[config.mk]
export PLATFORM = sky130hd
export DESIGN_NAME = srd_state_read
export DESIGN_NICKNAME = d
export VERILOG_FILES = /design/src/rtl/srd_state_read.v /design/src/rtl/srd_trap_stack.v
export VERILOG_INCLUDE_DIRS = /design/src /design/src/rtl
export SDC_FILE = /design/constraint.sdc
export NUM_CORES = 2
export LEC_CHECK = 0
export BUFFER_PORTS_ARGS = -buffer_cell sky130_fd_sc_hd__buf_2
export CAP_MARGIN = 20
export CORE_AREA = 2 2 541 543
export DETAILED_ROUTE_END_ITERATION = 10
export DIE_AREA = 0 0 543 545
export PLACE_DENSITY_LB_ADDON = 0.25
export REMOVE_ABC_BUFFERS = 1
export SLEW_MARGIN = 40
export SYNTH_ARGS = -nofsm -noshare
export SYNTH_HDL_FRONTEND = slang
export SYNTH_SLANG_ARGS = --single-unit
[constraint.sdc]
create_clock -name i_clock -period 9.8 [get_ports i_clock]
set_clock_uncertainty 0.1 [all_clocks]
set_input_delay 1.96 -clock i_clock [delete_from_list [all_inputs] [get_ports i_clock]]
set_output_delay 1.96 -clock i_clock [all_outputs]
set_load 0.005 [all_outputs]
[src/rtl/srd_defines.vh]
// Constants for the state register read decoder
`ifndef SRD_DEFINES_VH
`define SRD_DEFINES_VH
`define SRD_SEL_MULHI 5'h00
`define SRD_SEL_CCR 5'h02
`define SRD_SEL_ASI 5'h03
`define SRD_SEL_CYC 5'h04
`define SRD_SEL_PC 5'h05
`define SRD_SEL_FPRS 5'h06
`define SRD_SEL_BAR 5'h0F
`define SRD_SEL_PCTL 5'h10
`define SRD_SEL_PCNT 5'h11
`define SRD_SEL_GSR 5'h13
`define SRD_SEL_SINT 5'h16
`define SRD_SEL_CCMP 5'h17
`define SRD_SEL_SYS 5'h18
`define SRD_SEL_SCMP 5'h19
`define SRD_SEL_TPC 5'h00
`define SRD_SEL_TRAP_SAVED_NEXT_PC 5'h01
`define SRD_SEL_TRAP_SAVED_STATE 5'h02
`define SRD_SEL_TT 5'h03
`define SRD_SEL_PR_LAST 5'h10
`define SRD_EXC_NONE 3'h0
`define SRD_EXC_ILLEGAL 3'h1
`define SRD_EXC_PRIV_OPC 3'h2
`define SRD_EXC_FP_OFF 3'h3
`define SRD_EXC_PRIV_ACT 3'h4
`define SRD_ADDR_CTRL 8'h00
`define SRD_ADDR_STAT 8'h04
`define SRD_ADDR_MASK 8'h08
`define SRD_ADDR_COUNT 8'h0C
`define SRD_CTRL_RESET 32'h00000001
`endif

[src/rtl/srd_state_read.v]
// State register read decoder with AXI4-Lite control and interrupt registers
//
// Summary of operation
// [RQ1] Ancillary read copies the selected state register into the destination register.
// [RQ2] Select 0 multiply-high, 2 condition codes, 3 address space identifier.
// [RQ3] Select 4 cycle counter, 5 program counter, 6 fp register status.
// [RQ4] Select 16 perf control, 17 perf counters, 19 graphics status.
// [RQ5] Select 22 soft interrupt, 23 cycle compare, 24 system counter, 25 system compare.
// [RQ6] Program counter read zeroes upper half when 32-bit address mask is set.
// [RQ7] Floating status read waits until all pending fp operations finish.
// [RQ8] Reserved selects 1, 7-14, 18, 20-21, 26-27 are illegal.
// [RQ9] Select 15 with zero destination is memory barrier, else illegal.
// [RQ10] Nonzero instruction bits 13:0 make either read illegal, except an ancillary read of select 15.
// [RQ11] Selects 28-31 behave per implementation: here configurable illegal and privileged.
// [RQ12] Nonprivileged reads of perf control, soft interrupt, compare registers are privileged opcode.
// [RQ13] Graphics status read with fpu_off_exception or absent raises fpu_off_exception.
// [RQ14] User counter reads raise privileged action when user access is disabled.
// [RQ15] Trap-stack registers have one copy per trap level, read by current level.
// [RQ16] Privileged read with select 15 or 17-31 is illegal.
// [RQ17] Privileged mode trap level zero reads of selects 0-3 are illegal.
// [RQ18] Privileged read in user mode is privileged opcode, over trap-level-zero illegal.
// [RQ19] Destination is written only when the read completes without exception.
`timescale 1ns/1ps
`include "srd_defines.vh"
module srd_state_read #(
    parameter LEVELS = 2,
    parameter LW = 3
) (
    input wire i_clock,
    input wire i_rstn,
    // Instruction issue
    input wire i_valid,
    input wire i_is_priv_read,
    input wire [31:0] i_instr,
    output wire o_ready,
    // Machine state
    input wire i_priv,
    input wire i_addr_mask_32_bit,
    input wire i_fp_enable_pstate,
    input wire i_fp_enable_fprs,
    input wire i_fpu_present,
    input wire i_fp_busy,
    input wire i_cycle_user_off,
    input wire i_system_user_off,
    input wire i_perf_ctl_priv,
    input wire [LW-1:0] i_trap_level,
    // Source values
    input wire [63:0] i_mulhi,
    input wire [63:0] i_ccr,
    input wire [63:0] i_asi,
    input wire [63:0] i_cycle,
    input wire [63:0] i_pc,
    input wire [63:0] i_fprs,
    input wire [63:0] i_perf_ctl,
    input wire [63:0] i_perf_cnt,
    input wire [63:0] i_gsr,
    input wire [63:0] i_soft_int,
    input wire [63:0] i_cycle_compare_reg,
    input wire [63:0] i_system,
    input wire [63:0] i_system_compare_reg,
    input wire [63:0] i_pr_other,
    // Trap-stack update from trap logic
    input wire i_trap_wr,
    input wire [LW-1:0] i_trap_wr_level,
    input wire [63:0] i_trap_saved_pc,
    input wire [63:0] i_trap_saved_next_pc,
    input wire [63:0] i_trap_saved_state,
    input wire [63:0] i_trap_type_reg,
    // Results
    output reg o_wb_en,
    output reg [4:0] o_wb_reg,
    output reg [63:0] o_wb_data,
    output reg o_barrier,
    output reg [2:0] o_exception,
    output wire o_irq,
    // AXI4-Lite slave
    input wire [7:0] i_awaddr,
    input wire i_awvalid,
    output wire o_awready,
    input wire [31:0] i_wdata,
    input wire [3:0] i_wstrb,
    input wire i_wvalid,
    output wire o_wready,
    output reg [1:0] o_bresp,
    output reg o_bvalid,
    input wire i_bready,
    input wire [7:0] i_araddr,
    input wire i_arvalid,
    output wire o_arready,
    output reg [31:0] o_rdata,
    output reg [1:0] o_rresp,
    output reg o_rvalid,
    input wire i_rready
);
    localparam ADDR_CTRL = `SRD_ADDR_CTRL;
    localparam ADDR_STAT = `SRD_ADDR_STAT;
    localparam ADDR_MASK = `SRD_ADDR_MASK;
    localparam ADDR_COUNT = `SRD_ADDR_COUNT;
    localparam ST_IDLE = 2'b01;
    localparam ST_WAIT = 2'b10;

    ////////////////////////////////////////////////////////////////////////////////
    // Instruction fields
    wire [4:0] dest = i_instr[29:25];
    wire [4:0] sel = i_instr[18:14];
    wire low_nz = |i_instr[13:0];
    wire [63:0] tpc_v;
    wire [63:0] trap_saved_next_pc_v;
    wire [63:0] tst_v;
    wire [63:0] tt_v;
    reg [1:0] state_q;
    reg [31:0] ctrl_q;
    reg [3:0] stat_q;
    reg [3:0] mask_q;
    reg [15:0] count_q;

    // Trap-stack copies per level
    srd_trap_stack #(.WIDTH(64), .LEVELS(LEVELS), .LW(LW)) u_tpc (
        .i_clock(i_clock), .i_rstn(i_rstn), .i_wr_en(i_trap_wr),
        .i_wr_level(i_trap_wr_level), .i_wr_data(i_trap_saved_pc),
        .i_rd_level(i_trap_level), .o_rd_data(tpc_v)); // [RQ15]
    srd_trap_stack #(.WIDTH(64), .LEVELS(LEVELS), .LW(LW)) u_trap_saved_next_pc (
        .i_clock(i_clock), .i_rstn(i_rstn), .i_wr_en(i_trap_wr),
        .i_wr_level(i_trap_wr_level), .i_wr_data(i_trap_saved_next_pc),
        .i_rd_level(i_trap_level), .o_rd_data(trap_saved_next_pc_v)); // [RQ15]
    srd_trap_stack #(.WIDTH(64), .LEVELS(LEVELS), .LW(LW)) u_tst (
        .i_clock(i_clock), .i_rstn(i_rstn), .i_wr_en(i_trap_wr),
        .i_wr_level(i_trap_wr_level), .i_wr_data(i_trap_saved_state),
        .i_rd_level(i_trap_level), .o_rd_data(tst_v)); // [RQ15]
    srd_trap_stack #(.WIDTH(64), .LEVELS(LEVELS), .LW(LW)) u_tt (
        .i_clock(i_clock), .i_rstn(i_rstn), .i_wr_en(i_trap_wr),
        .i_wr_level(i_trap_wr_level), .i_wr_data(i_trap_type_reg),
        .i_rd_level(i_trap_level), .o_rd_data(tt_v)); // [RQ15]

    ////////////////////////////////////////////////////////////////////////////////
    // Decode and checks
    // Ancillary selects held back for future use
    wire anc_reserved = sel == 5'h01 || (sel >= 5'h07 && sel <= 5'h0E) || sel == 5'h12 ||
                        sel == 5'h14 || sel == 5'h15 || sel == 5'h1A || sel == 5'h1B; // [RQ8]
    // Ancillary registers only privileged code may read
    wire anc_priv_only = sel == `SRD_SEL_PCTL || sel == `SRD_SEL_SINT ||
                         sel == `SRD_SEL_CCMP || sel == `SRD_SEL_SCMP; // [RQ12]
    // Graphics status needs the fp unit present and enabled in both places
    wire fp_off = !i_fp_enable_fprs || !i_fp_enable_pstate || !i_fpu_present; // [RQ13]
    // Counters whose user access is switched off
    wire user_cnt_off = (sel == `SRD_SEL_CYC && i_cycle_user_off) ||
                        (sel == `SRD_SEL_SYS && i_system_user_off) ||
                        (sel == `SRD_SEL_PCNT && i_perf_ctl_priv); // [RQ14]

    reg [2:0] exc;
    reg [63:0] val;
    reg barrier;
    always @* begin
        exc = `SRD_EXC_NONE;
        val = 64'h0000000000000000;
        barrier = 1'b0;
        if (i_is_priv_read) begin
            if (!i_priv) begin
                exc = `SRD_EXC_PRIV_OPC; // [RQ18]
            end else if (low_nz) begin
                exc = `SRD_EXC_ILLEGAL; // [RQ10]
            end else if (sel == `SRD_SEL_BAR || sel > `SRD_SEL_PR_LAST) begin
                exc = `SRD_EXC_ILLEGAL; // [RQ16]
            end else if (sel <= `SRD_SEL_TT && i_trap_level == {LW{1'b0}}) begin
                exc = `SRD_EXC_ILLEGAL; // [RQ17]
            end
            case (sel)
                `SRD_SEL_TPC: val = tpc_v; // [RQ15]
                `SRD_SEL_TRAP_SAVED_NEXT_PC: val = trap_saved_next_pc_v;
                `SRD_SEL_TRAP_SAVED_STATE: val = tst_v;
                `SRD_SEL_TT: val = tt_v;
                default: val = i_pr_other;
            endcase
        end else begin
            case (sel)
                `SRD_SEL_MULHI: val = i_mulhi; // [RQ2]
                `SRD_SEL_CCR: val = i_ccr; // [RQ2]
                `SRD_SEL_ASI: val = i_asi; // [RQ2]
                `SRD_SEL_CYC: val = i_cycle; // [RQ3]
                `SRD_SEL_PC: val = i_addr_mask_32_bit ? {32'h00000000, i_pc[31:0]} : i_pc; // [RQ6]
                `SRD_SEL_FPRS: val = i_fprs; // [RQ3]
                `SRD_SEL_PCTL: val = i_perf_ctl; // [RQ4]
                `SRD_SEL_PCNT: val = i_perf_cnt; // [RQ4]
                `SRD_SEL_GSR: val = i_gsr; // [RQ4]
                `SRD_SEL_SINT: val = i_soft_int; // [RQ5]
                `SRD_SEL_CCMP: val = i_cycle_compare_reg; // [RQ5]
                `SRD_SEL_SYS: val = i_system; // [RQ5]
                `SRD_SEL_SCMP: val = i_system_compare_reg; // [RQ5]
                default: val = 64'h0000000000000000;
            endcase
            if (sel == `SRD_SEL_BAR) begin
                if (dest != 5'h00) begin
                    exc = `SRD_EXC_ILLEGAL; // [RQ9]
                end else begin
                    barrier = 1'b1; // [RQ9]
                end
            end else if (low_nz) begin
                exc = `SRD_EXC_ILLEGAL; // [RQ10]
            end else if (anc_reserved) begin
                exc = `SRD_EXC_ILLEGAL; // [RQ8]
            end else if (sel >= 5'h1C) begin
                if (ctrl_q[1]) begin
                    exc = `SRD_EXC_ILLEGAL; // [RQ11]
                end else if (!i_priv && ctrl_q[2]) begin
                    exc = `SRD_EXC_PRIV_OPC; // [RQ11]
                end
            end else if (!i_priv && anc_priv_only) begin
                exc = `SRD_EXC_PRIV_OPC; // [RQ12]
            end else if (sel == `SRD_SEL_GSR && fp_off) begin
                exc = `SRD_EXC_FP_OFF; // [RQ13]
            end else if (!i_priv && user_cnt_off) begin
                exc = `SRD_EXC_PRIV_ACT; // [RQ14]
            end
        end
    end

    // Floating status read stalls while fp operations are pending
    wire fp_wait = !i_is_priv_read && sel == `SRD_SEL_FPRS && i_fp_busy; // [RQ7]
    assign o_ready = ctrl_q[0] && !(fp_wait && exc == `SRD_EXC_NONE); // [RQ7]
    wire fire = i_valid && o_ready;

    ////////////////////////////////////////////////////////////////////////////////
    // Result registers and state
    always @(posedge i_clock) begin
        if (!i_rstn) begin
            state_q <= ST_IDLE;
            o_wb_en <= 1'b0;
            o_wb_reg <= 5'h00;
            o_wb_data <= 64'h0000000000000000;
            o_barrier <= 1'b0;
            o_exception <= `SRD_EXC_NONE;
            count_q <= 16'h0000;
        end else begin
            o_wb_en <= 1'b0;
            o_barrier <= 1'b0;
            o_exception <= `SRD_EXC_NONE;
            case (state_q)
                ST_IDLE: begin
                    if (i_valid && !o_ready && ctrl_q[0]) begin
                        state_q <= ST_WAIT;
                    end
                end
                ST_WAIT: begin
                    if (fire || !i_valid) begin
                        state_q <= ST_IDLE;
                    end
                end
                default: state_q <= ST_IDLE;
            endcase
            if (fire) begin
                o_exception <= exc;
                o_barrier <= barrier && exc == `SRD_EXC_NONE;
                o_wb_en <= exc == `SRD_EXC_NONE && !barrier; // [RQ19]
                o_wb_reg <= dest; // [RQ1]
                if (exc == `SRD_EXC_NONE && !barrier) begin
                    o_wb_data <= val; // [RQ1]
                    count_q <= count_q + 16'h0001;
                end
            end
        end
    end

    ////////////////////////////////////////////////////////////////////////////////
    // Interrupt status: 0 illegal, 1 privileged opcode, 2 fp off, 3 privileged action
    wire [3:0] ev = {4{fire}} & {exc == `SRD_EXC_PRIV_ACT, exc == `SRD_EXC_FP_OFF,
                                 exc == `SRD_EXC_PRIV_OPC, exc == `SRD_EXC_ILLEGAL};
    assign o_irq = |(stat_q & mask_q);

    ////////////////////////////////////////////////////////////////////////////////
    // AXI4-Lite slave
    reg aw_q;
    reg w_q;
    reg [7:0] awaddr_q;
    reg [31:0] wdata_q;
    reg [3:0] wstrb_q;
    assign o_awready = !aw_q && !o_bvalid;
    assign o_wready = !w_q && !o_bvalid;
    assign o_arready = !o_rvalid;
    wire do_wr = aw_q && w_q && !o_bvalid;
    wire [3:0] clr = (do_wr && awaddr_q == ADDR_STAT && wstrb_q[0]) ? wdata_q[3:0] : 4'h0;

    always @(posedge i_clock) begin
        if (!i_rstn) begin
            aw_q <= 1'b0;
            w_q <= 1'b0;
            awaddr_q <= 8'h00;
            wdata_q <= 32'h00000000;
            wstrb_q <= 4'h0;
            o_bvalid <= 1'b0;
            o_bresp <= 2'b00;
            o_rvalid <= 1'b0;
            o_rresp <= 2'b00;
            o_rdata <= 32'h00000000;
            ctrl_q <= `SRD_CTRL_RESET;
            mask_q <= 4'h0;
            stat_q <= 4'h0;
        end else begin
            stat_q <= (stat_q & ~clr) | ev;
            if (i_awvalid && o_awready) begin
                aw_q <= 1'b1;
                awaddr_q <= i_awaddr;
            end
            if (i_wvalid && o_wready) begin
                w_q <= 1'b1;
                wdata_q <= i_wdata;
                wstrb_q <= i_wstrb;
            end
            if (do_wr) begin
                aw_q <= 1'b0;
                w_q <= 1'b0;
                o_bvalid <= 1'b1;
                o_bresp <= 2'b00;
                if (awaddr_q == ADDR_CTRL && wstrb_q[0]) begin
                    ctrl_q <= {29'h00000000, wdata_q[2:0]};
                end else if (awaddr_q == ADDR_MASK && wstrb_q[0]) begin
                    mask_q <= wdata_q[3:0];
                end else if (awaddr_q != ADDR_STAT && awaddr_q != ADDR_CTRL &&
                             awaddr_q != ADDR_MASK && awaddr_q != ADDR_COUNT) begin
                    o_bresp <= 2'b10;
                end
            end else if (o_bvalid && i_bready) begin
                o_bvalid <= 1'b0;
            end
            if (i_arvalid && o_arready) begin
                o_rvalid <= 1'b1;
                o_rresp <= 2'b00;
                case (i_araddr)
                    ADDR_CTRL: o_rdata <= ctrl_q;
                    ADDR_STAT: o_rdata <= {28'h0000000, stat_q};
                    ADDR_MASK: o_rdata <= {28'h0000000, mask_q};
                    ADDR_COUNT: o_rdata <= {14'h0000, state_q, count_q};
                    default: begin
                        o_rdata <= 32'h00000000;
                        o_rresp <= 2'b10;
                    end
                endcase
            end else if (o_rvalid && i_rready) begin
                o_rvalid <= 1'b0;
            end
        end
    end
endmodule // srd_state_read

[src/rtl/srd_trap_stack.v]
// One trap-stack register held per trap level
`timescale 1ns/1ps
module srd_trap_stack #(
    parameter WIDTH = 64,
    parameter LEVELS = 2,
    parameter LW = 3
) (
    input wire i_clock,
    input wire i_rstn,
    input wire i_wr_en,
    input wire [LW-1:0] i_wr_level,
    input wire [WIDTH-1:0] i_wr_data,
    input wire [LW-1:0] i_rd_level,
    output wire [WIDTH-1:0] o_rd_data
);
    reg [WIDTH-1:0] mem_q [1:LEVELS];
    integer k;
    always @(posedge i_clock) begin
        if (!i_rstn) begin
            for (k = 1; k <= LEVELS; k = k + 1) begin
                mem_q[k] <= {WIDTH{1'b0}};
            end
        end else if (i_wr_en && i_wr_level != {LW{1'b0}} && i_wr_level <= LEVELS) begin
            mem_q[i_wr_level] <= i_wr_data;
        end
    end
    // Copy selected by the current trap level
    assign o_rd_data = (i_rd_level != {LW{1'b0}} && i_rd_level <= LEVELS) ?
        mem_q[i_rd_level] : {WIDTH{1'b0}};
endmodule // srd_trap_stack

==> results.sh <==
export IMPL_slew_viol_final=0
export IMPL_setup_violations=0
export IMPL_grt_max_degree=163
export IMPL_timing_final_crit_share_pct=67.0
export IMPL_switching_share_pct=26.9
export IMPL_holdWs_ps=354
export IMPL_power_switching_mw=1.99
export IMPL_intPower_mw=5.41
export IMPL_cp_start_kind="input pin"
export IMPL_cp_arrival_ps=4510
export IMPL_wl_per_cell_um=31.4
export IMPL_tritoncts="yes"
export IMPL_grt_pass1_wl_um=352000
export IMPL_synth_edf_count=256
export IMPL_via_per_inst=4.09
export IMPL_dp_hpwl_um=225000
export IMPL_start_util_pct=11.5
export IMPL_worstSetupPathType="in2out"
export IMPL_ys_seq_area_share_pct=46.6
export IMPL_crit_chain="buf_2 -> nor2b_4 -> a21boi_1 -> o311ai_1 -> nor3_1 -> o2111ai_1 -> and2_1 -> buf_2"
export IMPL_endpoint_kind="primary output"
export IMPL_clk_pin_slew_ps=60
export IMPL_num_vias=36600
export IMPL_cts_sinks=652
export IMPL_fp_row_count=198
export IMPL_drt_iter0_markers=3611
export IMPL_drv_cap=0
export IMPL_root_buffer="clkbuf_16"
export IMPL_core_area_um2=290000
export IMPL_fmaxAchievable_ghz=0.152
export IMPL_final_common_cell="buf_2"
export IMPL_cts_buffer_depth=4
export IMPL_syn_instance_count=3625
export IMPL_seq_power_share_pct=40.5
export IMPL_required_ps=7740
export IMPL_mostFrequentLayoutCells="1,320 x buf_2, 697 x nand2_1, 396 x dfxtp_1, 356 x o21ai_0, 330 x a22oi_1"
export IMPL_gp_congestion=0.884
export IMPL_hold_viol=0
export IMPL_maxSlewHeadroom_pct=36.0
export IMPL_die_h_um=545
export IMPL_cp_slowest_stage_delay_ps=650
export IMPL_cts_buffers=92
export IMPL_min_path_type="reg2reg"
export IMPL_fin_ws_ps=3230
export IMPL_rsz0062_at_grt="no"
export IMPL_p_comb_share_pct=12.2
export IMPL_async_flop_share_pct=0
export IMPL_synth_area_um2=33500
export IMPL_ios=1378
export IMPL_grt_overflow=0
export IMPL_multi_input_area_um2=16600
export IMPL_drc=0
export IMPL_min_period_ps=6570
export IMPL_grt_antenna_before_repair=327
export IMPL_io_buffers=1322
export IMPL_post_cts_buffers=0
export IMPL_gr_usage_all_layers_pct=18.1
export IMPL_ant_nets=0
export IMPL_clock_power_share_pct=47.3
export IMPL_die_w_um=543
export IMPL_yosysWarnings=0
export IMPL_tightest_slew_ps=950
export IMPL_clk_latency_ps=810
export IMPL_dominantRegCellSynth="dfxtp_1"
export IMPL_cts_hold_buffers=0
export IMPL_grt_pass1_vias=34600
export IMPL_die_area_um2=296000
export IMPL_synth_cell_types=91
export IMPL_seq_area_um2=15600
export IMPL_final_setup_tns_ps=0
export IMPL_peakVddDrop_mv=0.106
export IMPL_synth_avg_cell_area_um2=9.24
export IMPL_syn_to_final_growth_pct=43.9
export IMPL_p_leak_nw=19.1
export IMPL_crit_slowest_cell="o311ai_1"
export IMPL_firstDrtPassIters=6
export IMPL_cpMostUsedCell="buf_2"
export IMPL_post_cts_resized=0
export IMPL_place_ws_ps=3220
export IMPL_outcome="completed"
export IMPL_ys_ff_latch=652
export IMPL_fin_nets=6086
export IMPL_fillers=32900
export IMPL_drive_above_1_share_pct=33.4
export IMPL_crit_fanout=18
export IMPL_powerDensity_nw_per_um2=153
export IMPL_wl_um=280000
export IMPL_htreeDepth=3
-- path summary, 6_finish.rpt --
check                                      start                to  cells after the start  slack, ps
worst max-delay path                 i_instr[14]           o_ready                      8       3230
worst max register to register         ctrl_q[1]     o_wb_data[17]                      9       6800
worst min-delay path            u_tt.mem_q[2][6]  u_tt.mem_q[2][6]                      2        350
worst min register to register  u_tt.mem_q[2][6]  u_tt.mem_q[2][6]                      2        350
-- area by class of cell --
class                      instances  area share [%]
timing repair buffer            1424            15.9
tap                             3900            10.1
inverter                           8          0.0649
antenna                          148           0.768
sequential                       652            32.4
multi-input combinational       2646            34.4
clock inverter                    39           0.984
clock buffer                     126            5.44
-- critical path, delay by kind of cell --
kind | cells | cell delay [ps]
AND/OR/NAND/NOR | 3 | 690
buffers and inverters | 2 | 690
AO/OA/AOI/OAI | 3 | 1110
-- metal layers --
metal / track usage, % / up-vias / routed length, µm
met5: 0 / - / 1160
met4: 5.94 / 174 / 10200
met3: 7.87 / 610 / 34400
met2: 28.0 / 2082 / 122000
met1: 22.3 / 17700 / 113000
li1: - / 16000 / -
-- synth_stat cells (all sizes together) (3+ instances only) --
cell type | n | area, µm²
a21oi | 31 | 159
a2111oi | 9 | 78.8
mux2i | 274 | 2740
a211oi | 17 | 173
and3 | 31 | 194
or4 | 10 | 75.1
a22o | 29 | 254
inv | 8 | 30.0
nor4 | 8 | 77.6
o22ai | 114 | 713
edfxtp | 256 | 7690
o21ai | 361 | 1810
a22oi | 332 | 2490
nor2 | 65 | 272
a221o | 9 | 90.1
buf | 134 | 816
nand4 | 92 | 591
nand3 | 64 | 320
nor3b | 5 | 42.5
nand2b | 8 | 50.1
a221oi | 22 | 193
clkbuf | 200 | 751
o2111ai | 14 | 140
o211a | 56 | 561
dfxtp | 396 | 7930
nand2 | 704 | 2650
a31oi | 7 | 43.8
o221ai | 8 | 76.3
mux4 | 3 | 67.6
nor2b | 7 | 51.3
and2 | 262 | 1640
a32oi | 3 | 26.3
nand3b | 8 | 60.1
o31ai | 11 | 96.3
nor3 | 11 | 71.3
o22a | 7 | 61.3
or3 | 9 | 56.3
-- power by group through the flow --
| stage | combinational (mW) | sequential, mW | clock (mW) |
|---|---|---|---|
| CTS | 0.911 | 3.00 | 3.60 |
| global placement | 0.897 | 3.05 | 0 |
| global route | 0.962 | 3.01 | 3.69 |
| detailed placement | 0.908 | 3.06 | 0 |
| floorplan | 0.282 | 3.06 | 0 |
| finish | 0.901 | 3.00 | 3.50 |
-- stage by stage --
| step | std cells | total power, mW | cell area [µm²] | utilization (%) |
|---|---|---|---|---|
| after floorplan | 3306 | 3.34 | 32000 | - |
| after global placement | 8614 | 3.95 | 44400 | 15.3 |
| after detailed placement | 8627 | 3.96 | 44700 | 15.4 |
| after CTS | 8792 | 7.51 | 47700 | 16.5 |
| after global routing | 8844 | 7.66 | 48000 | 16.5 |
| final | 8943 | 7.39 | 48200 | 16.6 |
-- cells by family after synthesis --
group / synth area share, %
simple gates: 18.6
compound gates: 21.4
flops: 46.6
buf+inv: 4.77
mux: 8.46
xor+xnor: 0.0784
fa+ha+maj: 0.0373
other cells: 0.0112
No activity file was read; power rests on OpenSTA's default activity.
